===== src/common/spi_ctl_regs.svh =====
/*
 * register map, field positions, reset values and timing counts of the
 * serial control block.
 * assumes a byte-addressed 8-bit register port with 32-bit data words.
 */
`ifndef SPI_CTL_REGS_SVH
`define SPI_CTL_REGS_SVH

// register offsets
`define SCS_OFFSET      8'h00
`define DIV_OFFSET      8'h04

// reset values as seen by software
`define SCS_RESET       32'h0500_3004
`define DIV_RESET       32'h0000_0000

// bits that a plain write stores
`define SCS_WMASK       32'h00EE_FCFF
`define DIV_WMASK       32'h00FF_00FF
// bits held in flops (writable ones plus the sticky flag)
`define SCS_STORE_MASK  32'h00EF_FCFF

// control and status fields
`define FLAGS_MSB       27
`define FLAGS_LSB       24
`define BIT_CLOCK_PATTERN_WORD      23
`define BIT_DUAL        22
`define BIT_QUEUE       21
`define BIT_SWAP        19
`define BIT_SLAVE       18
`define BIT_IE          17
`define BIT_IF          16
`define GAP_MSB         15
`define GAP_LSB         12
`define BIT_SCLK_IDLE_POLARITY        11
`define BIT_LSB         10
`define LEN_MSB         7
`define LEN_LSB         3
`define BIT_TXNEG       2
`define BIT_RXNEG       1
`define BIT_TRIG        0

// divisor fields
`define DIV2_MSB        23
`define DIV2_LSB        16
`define DIV_MSB         7
`define DIV_LSB         0

// timing counts in serial clock half periods
`define VAR_EXTRA_HALVES 10'd12
`define BYTE_HALVES_MASK 4'hF

`endif


===== src/common/spi_ctl_pkg.sv =====
/*
 * types shared by the serial control block and its divider.
 * assumes nothing beyond a SystemVerilog compiler.
 */
`default_nettype none

package spi_ctl_pkg;

    // engine sequencing
    typedef enum logic [1:0] {
        ENG_IDLE  = 2'b00,
        ENG_SHIFT = 2'b01,
        ENG_GAP   = 2'b10
    } eng_state_t;

    // flags mirrored from the queue status
    typedef struct packed {
        logic tx_full;
        logic tx_empty;
        logic rx_full;
        logic rx_empty;
    } queue_flags_t;

    // serial pins as seen from the device
    typedef struct packed {
        logic       sclk;
        logic       select_active;
        logic [1:0] din;
    } serial_in_t;

    typedef struct packed {
        logic       sclk;
        logic       sclk_oe;
        logic [1:0] dout;
    } serial_out_t;

    // whole state of the controller
    typedef struct packed {
        logic [31:0] ctl;
        logic [31:0] div;
        logic [31:0] rdata;
        eng_state_t  eng;
        logic        mid_word;
        logic        sclk;
        logic        slv_clk;
        logic [1:0]  dout;
        logic [31:0] tx0;
        logic [31:0] tx1;
        logic [31:0] rx0;
        logic [31:0] rx1;
        logic [5:0]  tx_k;
        logic [5:0]  rx_cnt;
        logic [6:0]  half_cnt;
        logic [9:0]  wait_cnt;
    } ctl_state_t;

    // whole state of the divider
    typedef struct packed {
        logic [7:0] cnt;
    } pacer_state_t;

endpackage

`default_nettype wire


===== src/rtl/half_period_pacer.sv =====
/*
 * engine clock divider: one tick per serial clock half period.
 * assumes engine_src_edge pulses once per edge of the engine source clock,
 * synchronous to sys_clk.
 */
`default_nettype none

module half_period_pacer (
    input  wire logic       sys_clk,          // system clock
    input  wire logic       rst,              // sync reset, high
    input  wire logic       clk_en,           // freezes state when low
    input  wire logic       run,              // count only while set
    input  wire logic       compat,           // 1: count source edges
    input  wire logic       engine_src_edge,  // source clock edge pulse
    input  wire logic [7:0] divisor,          // engine divisor field
    output logic            tick              // half period elapsed
);
    import spi_ctl_pkg::*;

    pacer_state_t st;
    pacer_state_t next_st;
    logic         ev;

    ////////////////////////////////////////////////////////////////////////
    // d+1 events per half period: sys mode gives 2(d+1) sys cycles a
    // period, source mode gives d+1 source periods a period
    assign ev   = compat ? engine_src_edge : 1'b1;
    assign tick = clk_en && run && ev && (st.cnt == divisor);

    always_comb begin
        next_st = st;
        if (!run) begin
            next_st.cnt = 8'h00;
        end else if (ev) begin
            next_st.cnt = tick ? 8'h00 : 8'(st.cnt + 8'h01);
        end
    end

    always_ff @(posedge sys_clk) begin
        if (rst) begin
            st <= '0;
        end else if (clk_en) begin
            st <= next_st;
        end
    end
endmodule

`default_nettype wire


===== src/rtl/spi_control_and_clock_divider.sv =====
/*
 * control, status and divider logic of a serial peripheral controller,
 * with its word shifter, inter-word and byte gaps and unit flag.
 * assumes the transmit queue, data registers, dma engine and slave select
 * logic sit outside; serial inputs are synchronous to sys_clk.
 */
`include "spi_ctl_regs.svh"
`default_nettype none

//  Contract
// - bits 27..24 read queue full/empty flags, mirrored, read only.
// - varying clock on in master: clock shaped by pattern and both divisors.
// - dual mode shifts two lanes from/to words one and zero.
// - queue mode master: queue write sets trigger, empty queue clears it.
// - byte swap adds gap between bytes for 16/24/32-bit words only.
// - unit flag sets per word, write one clears, interrupt needs enable.
// - master word gap is gap count plus half a serial period.
// - varying clock with queue data adds six more periods to gap.
// - serial clock idles at the polarity bit.
// - low-first sends bit zero first, else top bit of word length.
// - length code gives bits per word, zero means thirty-two.
// - output data changes on falling edge when drive bit set.
// - input data sampled on falling edge when sample bit set.
// - writing trigger starts master transfer or arms slave.
// - without queue, trigger stays one while busy, clears when done.
// - queue mode owns trigger; slave reads one, master shows busy.
// - without queue, trigger clears only after dma finishes.
// - second clock is engine clock over twice second divisor plus one.
// - engine clock divides system or source clock by divisor field.
module spi_control_and_clock_divider (
    input  wire logic                      sys_clk,        // system clock
    input  wire logic                      rst,            // sync reset
    input  wire logic                      clk_en,         // freeze when low
    input  wire logic [7:0]                reg_addr,       // byte address
    input  wire logic [31:0]               reg_wdata,      // write data
    input  wire logic                      reg_wr,         // write strobe
    input  wire logic                      reg_rd,         // read strobe
    output logic [31:0]                    reg_rdata,      // read data
    input  wire spi_ctl_pkg::queue_flags_t queue_flags,    // queue status
    input  wire logic                      queue_write,    // tx queue write
    input  wire logic                      dma_active,     // dma running
    input  wire logic                      divider_compat_select, // src sel
    input  wire logic                      engine_src_edge, // src edge
    input  wire logic [31:0]               clock_pattern_word, // clk shape
    input  wire logic [31:0]               transmit_word_zero, // lane 0
    input  wire logic [31:0]               transmit_word_one,  // lane 1
    output logic [31:0]                    receive_word_zero,  // lane 0
    output logic [31:0]                    receive_word_one,   // lane 1
    output logic                           word_taken,     // tx word used
    output logic                           word_stored,    // rx word done
    input  wire spi_ctl_pkg::serial_in_t   serial_in,      // serial inputs
    output var spi_ctl_pkg::serial_out_t   serial_out,     // serial outputs
    output logic                           unit_irq        // unit interrupt
);
    import spi_ctl_pkg::*;

    ctl_state_t  st;
    ctl_state_t  next_st;

    logic        var_en;
    logic        dual;
    logic        queue_mode;
    logic        slave;
    logic        sclk_idle_polarity;
    logic        lsb_first;
    logic        txneg;
    logic        rxneg;
    logic [3:0]  gap_count;
    logic [5:0]  bits_n;
    logic [7:0]  div1;
    logic [7:0]  div2;
    logic        trig_view;
    logic [31:0] ctl_view;
    logic        base_tick;
    logic [9:0]  need;
    logic [9:0]  gap_halves;
    logic        master_edge;
    logic        slave_edge;
    logic        edge_now;
    logic        edge_rise;
    logic        sample_now;
    logic        drive_now;
    logic        last_half;
    logic        done;
    logic        swap_ok;
    logic        byte_gap;
    logic        more;
    logic        start;
    logic        scs_wr;
    logic        sw_trig_set;
    logic        load;
    logic [4:0]  rx_idx;
    logic [4:0]  tx_idx;
    logic [4:0]  first_idx;

    ////////////////////////////////////////////////////////////////////////
    // bit position of the k-th bit on the wire
    function automatic logic [4:0] bit_index(
        input logic [5:0] k,
        input logic [5:0] n,
        input logic       low_first
    );
        return low_first ? k[4:0] : 5'(n - 6'd1 - k);
    endfunction

    // configuration fields
    assign var_en     = st.ctl[`BIT_CLOCK_PATTERN_WORD] && !slave;
    assign dual       = st.ctl[`BIT_DUAL];
    assign queue_mode = st.ctl[`BIT_QUEUE];
    assign slave      = st.ctl[`BIT_SLAVE];
    assign sclk_idle_polarity       = st.ctl[`BIT_SCLK_IDLE_POLARITY];
    assign lsb_first  = st.ctl[`BIT_LSB];
    assign txneg      = st.ctl[`BIT_TXNEG];
    assign rxneg      = st.ctl[`BIT_RXNEG];
    assign gap_count  = st.ctl[`GAP_MSB:`GAP_LSB];
    assign div1       = st.div[`DIV_MSB:`DIV_LSB];
    assign div2       = st.div[`DIV2_MSB:`DIV2_LSB];
    // code zero means a full 32-bit word
    assign bits_n = (st.ctl[`LEN_MSB:`LEN_LSB] == 5'h00) ? 6'd32 :
                    {1'b0, st.ctl[`LEN_MSB:`LEN_LSB]};

    // software view; slave in queue mode always reads busy
    assign trig_view = (queue_mode && slave) || st.ctl[`BIT_TRIG];
    assign ctl_view  = {4'h0, queue_flags, st.ctl[23:1], trig_view};

    ////////////////////////////////////////////////////////////////////////
    // engine clock: one tick each serial half period
    half_period_pacer pacer (
        .sys_clk         (sys_clk),
        .rst             (rst),
        .clk_en          (clk_en),
        .run             (st.eng != ENG_IDLE && !slave),
        .compat          (divider_compat_select),
        .engine_src_edge (engine_src_edge),
        .divisor         (div1),
        .tick            (base_tick)
    );

    // a pattern bit of one stretches that half to the second clock;
    // the pattern covers 32 halves, so words of up to 16 bits fit it
    assign need = (var_en && clock_pattern_word[st.half_cnt[4:0]]) ?
                  10'((10'(div2) + 10'd1) << 1) : 10'd1;

    // gap in halves: 2g+1, plus twelve with varying clock and queued data
    assign gap_halves = 10'({gap_count, 1'b1}) +
        ((var_en && !queue_flags.tx_empty) ? `VAR_EXTRA_HALVES : 10'd0);

    // serial edges; an inactive select hides slave clock edges
    assign master_edge = !slave && st.eng == ENG_SHIFT && base_tick &&
                         (10'(st.wait_cnt + 10'd1) >= need);
    assign slave_edge  = slave && st.eng == ENG_SHIFT &&
                         serial_in.select_active &&
                         (serial_in.sclk != st.slv_clk);
    assign edge_now    = master_edge || slave_edge;
    assign edge_rise   = slave ? serial_in.sclk : !st.sclk;
    assign sample_now  = edge_now && (edge_rise != rxneg);
    assign drive_now   = edge_now && (edge_rise != txneg) &&
                         (st.rx_cnt > st.tx_k);
    assign last_half   = 7'(st.half_cnt + 7'd1) == {bits_n, 1'b0};
    assign done = slave ? (sample_now && 6'(st.rx_cnt + 6'd1) == bits_n)
                        : (master_edge && last_half);

    // byte gaps only for whole-byte words on a plain single lane
    assign swap_ok  = st.ctl[`BIT_SWAP] && !var_en && !dual &&
                      (bits_n == 6'd16 || bits_n == 6'd24 ||
                       bits_n == 6'd32);
    assign byte_gap = master_edge && swap_ok && !last_half &&
                      st.half_cnt[3:0] == `BYTE_HALVES_MASK &&
                      gap_halves != 10'd1;

    // next word comes from the queue, or from dma while it runs
    assign more  = queue_mode ? !queue_flags.tx_empty : dma_active;
    assign start = trig_view && (!queue_mode || !queue_flags.tx_empty);

    assign scs_wr      = reg_wr && reg_addr == `SCS_OFFSET;
    assign sw_trig_set = scs_wr && reg_wdata[`BIT_TRIG] && !queue_mode;

    assign rx_idx    = bit_index(st.rx_cnt, bits_n, lsb_first);
    assign tx_idx    = bit_index(6'(st.tx_k + 6'd1), bits_n, lsb_first);
    assign first_idx = bit_index(6'd0, bits_n, lsb_first);

    ////////////////////////////////////////////////////////////////////////
    // next state: register port first, engine second, so hardware sets
    // land after software clears
    always_comb begin
        next_st     = st;
        load        = 1'b0;
        word_taken  = 1'b0;
        word_stored = 1'b0;

        // register writes; reserved bits never stored
        if (scs_wr) begin
            next_st.ctl = (reg_wdata & `SCS_WMASK) |
                          (st.ctl & ~`SCS_WMASK);
            if (queue_mode) begin
                next_st.ctl[`BIT_TRIG] = st.ctl[`BIT_TRIG];
            end
            if (reg_wdata[`BIT_IF]) begin
                next_st.ctl[`BIT_IF] = 1'b0;
            end
        end
        if (reg_wr && reg_addr == `DIV_OFFSET) begin
            next_st.div = reg_wdata & `DIV_WMASK;
        end

        // read data valid in the cycle after the strobe only
        next_st.rdata = 32'h0000_0000;
        if (reg_rd) begin
            if (reg_addr == `SCS_OFFSET) begin
                next_st.rdata = ctl_view;
            end else if (reg_addr == `DIV_OFFSET) begin
                next_st.rdata = st.div;
            end
        end

        next_st.slv_clk = serial_in.sclk;

        unique case (st.eng)
            ENG_IDLE: begin
                next_st.sclk     = sclk_idle_polarity;
                next_st.mid_word = 1'b0;
                next_st.wait_cnt = 10'd0;
                if (start) begin
                    load = 1'b1;
                end
            end
            ENG_SHIFT: begin
                if (base_tick && !slave) begin
                    next_st.wait_cnt = master_edge ? 10'd0 :
                                       10'(st.wait_cnt + 10'd1);
                end
                if (edge_now) begin
                    next_st.half_cnt = 7'(st.half_cnt + 7'd1);
                    if (!slave) begin
                        next_st.sclk = !st.sclk;
                    end
                end
                if (sample_now) begin
                    next_st.rx0[rx_idx] = serial_in.din[0];
                    if (dual) begin
                        next_st.rx1[rx_idx] = serial_in.din[1];
                    end
                    next_st.rx_cnt = 6'(st.rx_cnt + 6'd1);
                end
                if (drive_now) begin
                    next_st.tx_k = 6'(st.tx_k + 6'd1);
                    next_st.dout = {dual && st.tx1[tx_idx],
                                    st.tx0[tx_idx]};
                end
                if (done) begin
                    next_st.ctl[`BIT_IF] = 1'b1;
                    word_stored = clk_en;
                    if (more && (slave || gap_halves == 10'd1)) begin
                        load = 1'b1;
                    end else if (more) begin
                        next_st.eng      = ENG_GAP;
                        next_st.wait_cnt = 10'd0;
                    end else begin
                        next_st.eng = ENG_IDLE;
                        if (!trig_view || !slave || !queue_mode) begin
                            if (!sw_trig_set) begin
                                next_st.ctl[`BIT_TRIG] = 1'b0;
                            end
                        end
                    end
                end else if (byte_gap) begin
                    next_st.eng      = ENG_GAP;
                    next_st.mid_word = 1'b1;
                    next_st.wait_cnt = 10'd0;
                end
            end
            ENG_GAP: begin
                // the first half of the next word supplies the last
                // half period, so the gap stops one half early
                if (base_tick) begin
                    if (10'(st.wait_cnt + 10'd2) >= gap_halves) begin
                        next_st.wait_cnt = 10'd0;
                        if (st.mid_word) begin
                            next_st.eng      = ENG_SHIFT;
                            next_st.mid_word = 1'b0;
                        end else if (more) begin
                            load = 1'b1;
                        end else begin
                            next_st.eng = ENG_IDLE;
                            if (!sw_trig_set) begin
                                next_st.ctl[`BIT_TRIG] = 1'b0;
                            end
                        end
                    end else begin
                        next_st.wait_cnt = 10'(st.wait_cnt + 10'd1);
                    end
                end
            end
            default: begin
                next_st.eng = ENG_IDLE;
            end
        endcase

        // fresh word: first bit presented before the first edge
        if (load) begin
            next_st.eng      = ENG_SHIFT;
            next_st.tx0      = transmit_word_zero;
            next_st.tx1      = dual ? transmit_word_one : 32'h0000_0000;
            next_st.tx_k     = 6'd0;
            next_st.rx_cnt   = 6'd0;
            next_st.half_cnt = 7'd0;
            next_st.wait_cnt = 10'd0;
            next_st.sclk     = sclk_idle_polarity;
            next_st.dout     = {dual && transmit_word_one[first_idx],
                                transmit_word_zero[first_idx]};
            word_taken       = clk_en;
        end

        // queue write arms the master after any clear above
        if (queue_write && queue_mode && !slave) begin
            next_st.ctl[`BIT_TRIG] = 1'b1;
        end
    end

    // state register; enable low holds everything
    always_ff @(posedge sys_clk) begin
        if (rst) begin
            st     <= '0;
            st.ctl <= `SCS_RESET & `SCS_STORE_MASK;
            st.div <= `DIV_RESET;
        end else if (clk_en) begin
            st <= next_st;
        end
    end

    ////////////////////////////////////////////////////////////////////////
    // outputs
    assign reg_rdata          = st.rdata;
    assign receive_word_zero  = st.rx0;
    assign receive_word_one   = st.rx1;
    assign serial_out.sclk    = st.sclk;
    assign serial_out.sclk_oe = !slave;
    assign serial_out.dout    = st.dout;
    assign unit_irq = st.ctl[`BIT_IF] && st.ctl[`BIT_IE];
endmodule

`default_nettype wire


===== config.mk =====
export PLATFORM = sky130hd
export DESIGN_NAME = spi_control_and_clock_divider
export DESIGN_NICKNAME = d
export VERILOG_FILES = /design/src/common/spi_ctl_pkg.sv /design/src/rtl/half_period_pacer.sv /design/src/rtl/spi_control_and_clock_divider.sv
export VERILOG_INCLUDE_DIRS = /design/src /design/src/common
export SDC_FILE = /design/constraint.sdc
export NUM_CORES = 1
export LEC_CHECK = 0
export BUFFER_PORTS_ARGS = -buffer_cell sky130_fd_sc_hd__buf_2
export CORE_UTILIZATION = 55
export DETAILED_ROUTE_END_ITERATION = 6
export HOLD_SLACK_MARGIN = 0.1
export PLACE_DENSITY = 0.85
export SYNTH_ARGS = -nofsm -noshare
export SYNTH_HDL_FRONTEND = slang
export SYNTH_SLANG_ARGS = --single-unit

===== constraint.sdc =====
create_clock -name sys_clk -period 12.2 [get_ports sys_clk]
set_clock_uncertainty 0.15 [all_clocks]
set_input_delay 0 -clock sys_clk [delete_from_list [all_inputs] [get_ports sys_clk]]
set_output_delay 0 -clock sys_clk [all_outputs]
set_load 0.05 [all_outputs]

==> results of run 1 <==
[kinds of logic after synthesis]
family	count (synthesis)
mux	60
other cells	1
xor+xnor	52
buf+inv	244
compound gates	448
fa+ha+maj	47
flops	235
simple gates	626
[worst reg2reg max path: cells and delay by family, from the launching register on]
kind | cells | cell delay [ps]
flops | 1 | 780
buf+inv | 4 | 1650
simple gates | 4 | 1130
mux | 3 | 1580
compound gates | 6 | 1450
fa+ha+maj | 1 | 150
[Yosys cell counts (all sizes together) (6+ instances only)]
| cell type | number | area (sq um) |
|---|---|---|
| a22oi | 6 | 45.0 |
| nor3b | 6 | 50.1 |
| nand3 | 125 | 626 |
| clkbuf | 83 | 312 |
| or3 | 13 | 81.3 |
| dfxtp | 235 | 4700 |
| xnor2 | 35 | 307 |
| a21o | 10 | 75.1 |
| nand4 | 13 | 81.3 |
| a211oi | 6 | 45.0 |
| nand2b | 18 | 113 |
| o211ai | 9 | 67.6 |
| nor3 | 24 | 148 |
| a221oi | 17 | 149 |
| and2 | 10 | 65.1 |
| mux2i | 24 | 240 |
| mux4 | 34 | 766 |
| a31oi | 11 | 68.8 |
| xor2 | 16 | 140 |
| and3 | 13 | 91.3 |
| buf | 122 | 868 |
| nand2 | 239 | 897 |
| a21oi | 228 | 1140 |
| nand3b | 8 | 60.1 |
| nor2b | 39 | 244 |
| o21ai | 99 | 495 |
| o21a | 16 | 120 |
| ha | 44 | 551 |
| nor4 | 11 | 83.8 |
| inv | 38 | 143 |
| nor2 | 85 | 327 |
[sequential cells by signal (all words and copies together), names as in the netlist]
name	flops
ctl_view	20
pacer.st	8
div2	8
receive_word_zero	32
receive_word_one	32
st	98
serial_out	3
reg_rdata	26
div1	8
[routing by layer]
| metal | up-vias | routed length, um | global-route usage | part of all wire |
|---|---|---|---|---|
| li1 | 6415 | - | - | - |
| met1 | 6657 | 16400 | 0.399 | 0.36 |
| met2 | 983 | 22000 | 0.573 | 0.49 |
| met3 | 263 | 3840 | 0.0540 | 0.085 |
| met4 | 0 | 3080 | 0.233 | 0.068 |
| met5 | - | 0 | 0 | 0 |
[through the flow]
step / cell area, sq um / power, mW / setup slack, ps / hold slack [ps]
2_1_floorplan: 13800 / 0.871 / 6600 / -32.2
3_3_place_gp: 14400 / 0.911 / 6120 / 69.4
3_5_place_dp: 14400 / 0.914 / 5970 / 76.5
4_1_cts: 16600 / 1.77 / 5650 / 102
5_1_grt: 16600 / 1.83 / 5040 / 139
6_report: 16600 / 1.78 / 5270 / 127
[where the power goes]
part | switching, mW | internal, mW | leakage [nW] | total, mW
registers | 0.00531 | 0.773 | 1.89 | 0.778
logic | 0.0894 | 0.0703 | 4.09 | 0.160
clock network | 0.334 | 0.511 | 0.455 | 0.844
[worst min path at each step]
stage | to | slack [ps]
floorplan | ctl_view[12]$_SDFFE_PP1P_ | -30
global placement | ctl_view[13]$_SDFFE_PP1P_ | 70
detailed placement | ctl_view[13]$_SDFFE_PP1P_ | 80
CTS | st[145]$_SDFFE_PP0P_ | 100
global route | st[145]$_SDFFE_PP0P_ | 140
finish | ctl_view[17]$_SDFFE_PP0P_ | 130
[area by class of cell]
class                      count  area [sq um]
clock inverter                14           190
inverter                      39           146
sequential                   235          4700
tap                          324           405
clock buffer                  34           732
fill                        1755          7820
antenna                        6          15.0
timing repair buffer         386          2640
multi-input combinational   1239          7810
==> results_tabular.tex, run 1 <==
\begin{tabular}{lr}
\hline
Metric & Value \\
\hline
\multicolumn{2}{l}{\textbf{Outcome}} \\
Run status & completed \\
\multicolumn{2}{l}{\textbf{Die}} \\
Chip Width & between 150 and 200 um \\
Die Span Y & about 160 um \\
DIE AREA & roughly 26,000 sq um \\
Rows & 57 \\
IO Pins & 256 \\
Core Region & between 20,000 and 25,000 sq um \\
Initial Utilization & 0.564 \\
\multicolumn{2}{l}{\textbf{Final layout}} \\
Most common library cell in the layout ignoring fill and taps & sky130\_fd\_sc\_hd\_\_nand2\_1 \\
Proportion of layout cells with a drive suffix above 1 & 0.183 \\
Final Non-Filler Cells & approximately 2,300 \\
Commonest cells after routing, fill and taps aside & 239 x sky130\_fd\_sc\_hd\_\_nand2\_1, 238 x sky130\_fd\_sc\_hd\_\_buf\_2, 235 x sky130\_fd\_sc\_hd\_\_dfxtp\_1 \\
Net total in the final layout & between 2,000 and 2,500 \\
Fraction of the core area covered by cells at the end of the flow & 0.680 \\
Area growth from synthesis to layout & 20.6\% \\
\multicolumn{2}{l}{\textbf{Routing}} \\
Via density per instance & 6.29 \\
Remaining design rule violation count & 0 \\
Number of search-and-repair iterations in the first detailed-routing pass & 6 \\
Routed len/inst & between 15 and 20 um \\
Count of vias placed by the detailed router & roughly 14,000 \\
Total routed wirelength & between 40,000 and 50,000 um \\
Final ANT Viol Nets & 0 \\
DRC marker count from the first detailed-route iteration & around 1,900 \\
\multicolumn{2}{l}{\textbf{Global routing}} \\
Number of antenna violations at the first check in global routing & 6 \\
Total gr overflow & 0 \\
Number of global-route vias before repair & between 10,000 and 15,000 \\
Global-route wire length before repair & slightly above 70,000 um \\
Maximum number of pins on one net before global-route repair & between 100 and 150 \\
Overall fraction of global-route tracks in use & 0.341 \\
\multicolumn{2}{l}{\textbf{Clocking}} \\
Post-cts repair resize count & 0 \\
Insertion delay of the later-clocked pin in the worst-skew pair & roughly 540 ps \\
Clock root cell & sky130\_fd\_sc\_hd\_\_clkbuf\_16 \\
Maximum number of buffers from clock root to sink & 3 \\
CTS buffer count & 26 \\
\# hold bufs at CTS & between 100 and 150 \\
Clock tree from TritonCTS & yes \\
Max H-tree Level & 1 \\
Number of sinks on the clock net & 235 \\
Clock-pin slew on the worst setup and hold paths & 60 ps \\
Setup Buffers After CTS & 0 \\
\multicolumn{2}{l}{\textbf{Place}} \\
RD Place Congestion & between 0.8 and 0.9 \\
Sum of net half-perimeters after detailed placement & 26,400 um \\
Placed Cells incl. Taps & 2,088 \\
Port-buffer cells & between 200 and 250 \\
\multicolumn{2}{l}{\textbf{Synth}} \\
Number of synthesized register bits & $\sim$240 \\
Gate Count Post-Synth & between 1,500 and 2,000 \\
Area fraction in compound gates after synthesis & 0.189 \\
Total number of yosys warnings & 0 \\
Synthesized-area fraction occupied by and/or/nand/nor cells & 0.221 \\
Mean instance size in the synthesized netlist & between 8 and 9 sq um \\
Proportion of register bits with asynchronous set or reset after synthesis & 0 \\
Adder and majority gate portion of the synthesized area & 0.0442 \\
Synthesized-area fraction occupied by xor and xnor cells & 0.0340 \\
Post-synthesis sequential area ratio & 0.341 \\
Number of distinct library cells after synthesis & just under 80 \\
Summed instance area of the synthesized netlist & between 10,000 and 15,000 sq um \\
Number of flops mapped to enable cells by yosys & 0 \\
Mux contribution to synthesized area & 0.0745 \\
Dominant combinational cell family by area after synthesis & simple AND/OR/NAND/NOR gates \\
Top flip-flop cell by instance count after synthesis & sky130\_fd\_sc\_hd\_\_dfxtp\_1 \\
\multicolumn{2}{l}{\textbf{STA}} \\
Unrepaired setup endpoints after global routing & false \\
Final count of negative-setup-slack endpoints & 0 \\
Fin. Hold Viols & 0 \\
Setup TNS & 0 ps \\
Tightest Pin Transition & about 1200 ps \\
Max Transition Viols Final & 0 \\
Remaining max-slew budget at the tightest pin & 0.220 \\
Final worst-path cycle share & 0.568 \\
Final critical path time including I/O delays and setup & approximately 6900 ps \\
Upper clock frequency limit & approximately 0.14 GHz \\
\multicolumn{2}{l}{\textbf{Setup path}} \\
End point of the critical path & st[126]\$\_SDFFE\_PP0P\_ \\
Top Family by Delay on Critical Path & buffers and inverters \\
Cells along the critical path & mux4\_2, mux4\_2, mux2i\_1, nor2\_1, nand2\_1, ha\_1, a21o\_1, a21oi\_1, or3b\_2, o2111ai\_1, a41oi\_2, o31a\_2, buf\_4, inv\_2, buf\_4, nand2\_1, a21oi\_1, dlygate4sd3\_1 \\
Critical path launch point type & register \\
Slowest cell on the critical path & sky130\_fd\_sc\_hd\_\_dfxtp\_1 \\
Crit. End Element & register \\
R2r startpoint & st[10]\$\_SDFFE\_PP0P\_ \\
Worst R2R Path Depth & 18 \\
R2r setup slk & approximately 5300 ps \\
Required time of the critical path & between 10,000 and 15,000 ps \\
Destination of the worst register-to-register timing path & st[126]\$\_SDFFE\_PP0P\_ \\
CP max FO & around 70 \\
Data arrival time of the worst path & 7270 ps \\
Max incr delay on CP & 780 ps \\
Critical path startpoint & st[10]\$\_SDFFE\_PP0P\_ \\
Number of buffer and inverter instances along the worst setup path & 4 \\
Class of the most critical setup path & reg -> reg \\
Number of cells on the critical path & 18 \\
\multicolumn{2}{l}{\textbf{Power}} \\
Total power per unit cell area & around 110 nW/um\^{}2 \\
LEAKAGE & approximately 6.4 nW \\
Maximum VDD drop & slightly below 0.1 mV \\
\multicolumn{2}{l}{\textbf{Worst hold path}} \\
Start point of the worst hold path & reg\_wdata[17] \\
Hold/Removal Path Class & in -> reg \\
Hold Path Cell Cnt & 4 \\
\multicolumn{2}{l}{\textbf{Flow run}} \\
Max-capacitance violation count & 0 \\
\hline
\end{tabular}
(Power assumes the default switching activity.)
==> run 2, diff against run 1 <==
--- a/config.mk
+++ b/config.mk
@@ -7,10 +7,10 @@
 export NUM_CORES = 1
 export LEC_CHECK = 0
 export BUFFER_PORTS_ARGS = -buffer_cell sky130_fd_sc_hd__buf_2
-export CORE_UTILIZATION = 55
+export CORE_UTILIZATION = 51
 export DETAILED_ROUTE_END_ITERATION = 6
 export HOLD_SLACK_MARGIN = 0.1
-export PLACE_DENSITY = 0.85
+export PLACE_DENSITY = 0.83
 export SYNTH_ARGS = -nofsm -noshare
 export SYNTH_HDL_FRONTEND = slang
 export SYNTH_SLANG_ARGS = --single-unit
==> constraint.sdc (replaced) <==
create_clock -name sys_clk -period 6.3 [get_ports sys_clk]
set_clock_uncertainty 0.15 [all_clocks]
set_input_delay 0 -clock sys_clk [delete_from_list [all_inputs] [get_ports sys_clk]]
set_output_delay 0 -clock sys_clk [all_outputs]
set_load 0.05 [all_outputs]
==> results_tabular.tex, run 2 (synthesis gave the netlist of run 1 again) <==
\begin{tabular}{lr}
\hline
Metric & Value \\
\hline
\multicolumn{2}{l}{\textbf{STA}} \\
Tightest Pin Transition & 1120 ps (-48.6 ps) \\
Upper clock frequency limit & 0.171 GHz (+18\%) \\
Post-layout worst setup margin & 439 ps (-4830 ps) \\
Final count of negative-setup-slack endpoints & 0 (unchanged) \\
Max Transition Viols Final & 0 (unchanged) \\
Final critical path time including I/O delays and setup & 5860 ps (-1070 ps) \\
Remaining max-slew budget at the tightest pin & 0.256 (+0.0353) \\
Setup TNS & 0 ps (unchanged) \\
Fin. Hold Viols & 0 (unchanged) \\
Final worst-path cycle share & 0.930 (+0.362) \\
Unrepaired setup endpoints after global routing & false \\
\multicolumn{2}{l}{\textbf{Setup path}} \\
Destination of the worst register-to-register timing path & receive\_word\_one[15]\$\_SDFFE\_PP0P\_ \\
Critical path startpoint & st[10]\$\_SDFFE\_PP0P\_ \\
Required time of the critical path & 6620 ps (-5910 ps) \\
Worst R2R Path Depth & 16 (-2) \\
Cells along the critical path & mux4\_2, mux4\_2, mux2i\_2, nor2\_1, nand4\_1, ha\_1, nand4\_1, or3b\_2, o2111ai\_1, a21oi\_1, buf\_4, or4\_4, nor2\_1, nand3\_1, a21oi\_1, dlygate4sd3\_1 \\
Number of cells on the critical path & 16 (-2) \\
Top Family by Delay on Critical Path & simple AND/OR/NAND/NOR gates \\
Class of the most critical setup path & reg -> reg \\
Crit. End Element & register \\
Max incr delay on CP & 560 ps (-220 ps) \\
Slowest cell on the critical path & sky130\_fd\_sc\_hd\_\_mux4\_2 \\
Data arrival time of the worst path & 6180 ps (-1090 ps) \\
Number of buffer and inverter instances along the worst setup path & 2 (-2) \\
End point of the critical path & receive\_word\_one[15]\$\_SDFFE\_PP0P\_ \\
Critical path launch point type & register \\
R2r setup slk & 440 ps (-4830 ps) \\
R2r startpoint & st[10]\$\_SDFFE\_PP0P\_ \\
CP max FO & 13 (-82\%) \\
\multicolumn{2}{l}{\textbf{Clocking}} \\
Max H-tree Level & 1 (unchanged) \\
Maximum number of buffers from clock root to sink & 3 (unchanged) \\
Insertion delay of the later-clocked pin in the worst-skew pair & 540 ps (about the same) \\
Clock tree from TritonCTS & yes \\
CTS buffer count & 26 (unchanged) \\
Number of sinks on the clock net & 235 (unchanged) \\
Clock root cell & sky130\_fd\_sc\_hd\_\_clkbuf\_16 \\
Clock-pin slew on the worst setup and hold paths & 60 ps (about the same) \\
\multicolumn{2}{l}{\textbf{Routing}} \\
Final ANT Viol Nets & 0 (unchanged) \\
Routed len/inst & 19.7 um (-1.3\%) \\
DRC marker count from the first detailed-route iteration & 1,625 (-14\%) \\
Number of search-and-repair iterations in the first detailed-routing pass & 7 (+1) \\
Remaining design rule violation count & 10 (+10) \\
Via density per instance & 6.22 (-1.0\%) \\
Total routed wirelength & 45,200 um (-0.27\%) \\
Count of vias placed by the detailed router & 14,300 (+0.070\%) \\
\multicolumn{2}{l}{\textbf{Flow run}} \\
Max-capacitance violation count & 0 (unchanged) \\
\multicolumn{2}{l}{\textbf{Final layout}} \\
Area growth from synthesis to layout & 21.4\% \\
Most common library cell in the layout ignoring fill and taps & sky130\_fd\_sc\_hd\_\_nand2\_1 \\
Number of flip-flops under the largest register name & 98 (unchanged) \\
Cell area after layout & 16,800 sq um (+0.70\%) \\
Proportion of layout cells with a drive suffix above 1 & 0.187 (+0.00411) \\
Net total in the final layout & 2,144 (+0.80\%) \\
Register ranked first by flip-flop count & st \\
Commonest cells after routing, fill and taps aside & 239 x sky130\_fd\_sc\_hd\_\_nand2\_1, 238 x sky130\_fd\_sc\_hd\_\_buf\_2, 234 x sky130\_fd\_sc\_hd\_\_dfxtp\_1 \\
\multicolumn{2}{l}{\textbf{Worst hold path}} \\
Hold/Removal Path Class & in -> reg \\
Hold Path Cell Cnt & 4 (unchanged) \\
\multicolumn{2}{l}{\textbf{Place}} \\
RD Place Congestion & 0.885 (+0.42\%) \\
Place WS & 650 ps (-5320 ps) \\
Sum of net half-perimeters after detailed placement & 26,300 um (-0.25\%) \\
DP Area & 14,400 sq um (+0.57\%) \\
Port-buffer cells & 239 (unchanged) \\
\multicolumn{2}{l}{\textbf{Global routing}} \\
Overall fraction of global-route tracks in use & 0.317 (-0.0239) \\
Global-route wire length before repair & 71,600 um (+0.78\%) \\
Total gr overflow & 0 (unchanged) \\
Number of antenna violations at the first check in global routing & 4 (-2) \\
Number of global-route vias before repair & 14,000 (+0.99\%) \\
Maximum number of pins on one net before global-route repair & 84 (-40\%) \\
\multicolumn{2}{l}{\textbf{Power}} \\
Total power consumption of the routed design & 3.36 mW (+89\%) \\
LEAKAGE & 6.52 nW (+1.2\%) \\
Total power per unit cell area & 200 nW/um\^{}2 (+87\%) \\
Maximum VDD drop & 0.161 mV (+66\%) \\
\multicolumn{2}{l}{\textbf{Die}} \\
IO Pins & 256 (unchanged) \\
Die Span Y & 167 um (+3.8\%) \\
DIE AREA & 27,700 sq um (+7.7\%) \\
Rows & 59 (+3.5\%) \\
Initial Utilization & 0.525 (-0.0390) \\
Core Region & 26,300 sq um (+7.4\%) \\
Chip Width & 167 um (+3.8\%) \\
\multicolumn{2}{l}{\textbf{Outcome}} \\
Run status & complete, but fails checks \\
Failing checks & design-rule violations \\
\hline
\end{tabular}
## run 2: cell type report
class / count / area [sq um]
flip-flops and latches: 235 / 4710
fillers: 2041 / 9520
inverters: 39 / 146
multi-input cells: 1239 / 7810
clock buffers: 38 / 786
well taps: 335 / 419
clock inverters: 9 / 87.6
repair buffers: 403 / 2800
diodes: 4 / 10.0
## run 2: power breakdown
group	switching [mW]	internal, mW	leakage, nW
Sequential	0.00961	1.50	1.89
Clock	0.636	0.905	0.434
Combinational	0.173	0.141	4.19
## run 2: metal layers
| metal | routed length (um) | global-route usage |
|---|---|---|
| met5 | 0 | 0 |
| met4 | 2660 | 0.190 |
| met3 | 3920 | 0.0523 |
| met2 | 21700 | 0.539 |
| met1 | 17000 | 0.375 |
## run 2: what timing repair did
action,in CTS,in global routing
resized for setup,0,3
setup buffers,0,0
endpoints found under the setup margin,0,14
hold buffers,143,0
endpoints found under the hold margin,201,0
## run 2: through the flow
step                instances  utilization  hold slack (ps)
floorplan                1718            -            -32.2
global placement         2108        0.549             64.7
detailed placement       2108        0.549             80.9
CTS                      2298        0.637              100
global route             2302        0.638              123
finish                   2302        0.638              122
## run 2: worst min-delay path by stage
stage	from	to	slack, ps
6_report	reg_wdata[15]	ctl_view[15]$_SDFFE_PP0P_	120
5_1_grt	transmit_word_zero[22]	st[147]$_SDFFE_PP0P_	120
4_1_cts	transmit_word_zero[3]	st[128]$_SDFFE_PP0P_	100
3_5_place_dp	reg_wdata[12]	ctl_view[12]$_SDFFE_PP1P_	80
3_3_place_gp	reg_wdata[13]	ctl_view[13]$_SDFFE_PP1P_	60
2_1_floorplan	reg_wdata[12]	ctl_view[12]$_SDFFE_PP1P_	-30
## run 2: tightest hold or removal path: cells and delay by family
kind / cells / cell delay, ps
AOI/OAI and AO/OA: 1 / 60
buffers and inverters: 2 / 640
and+or+nand+nor: 1 / 50
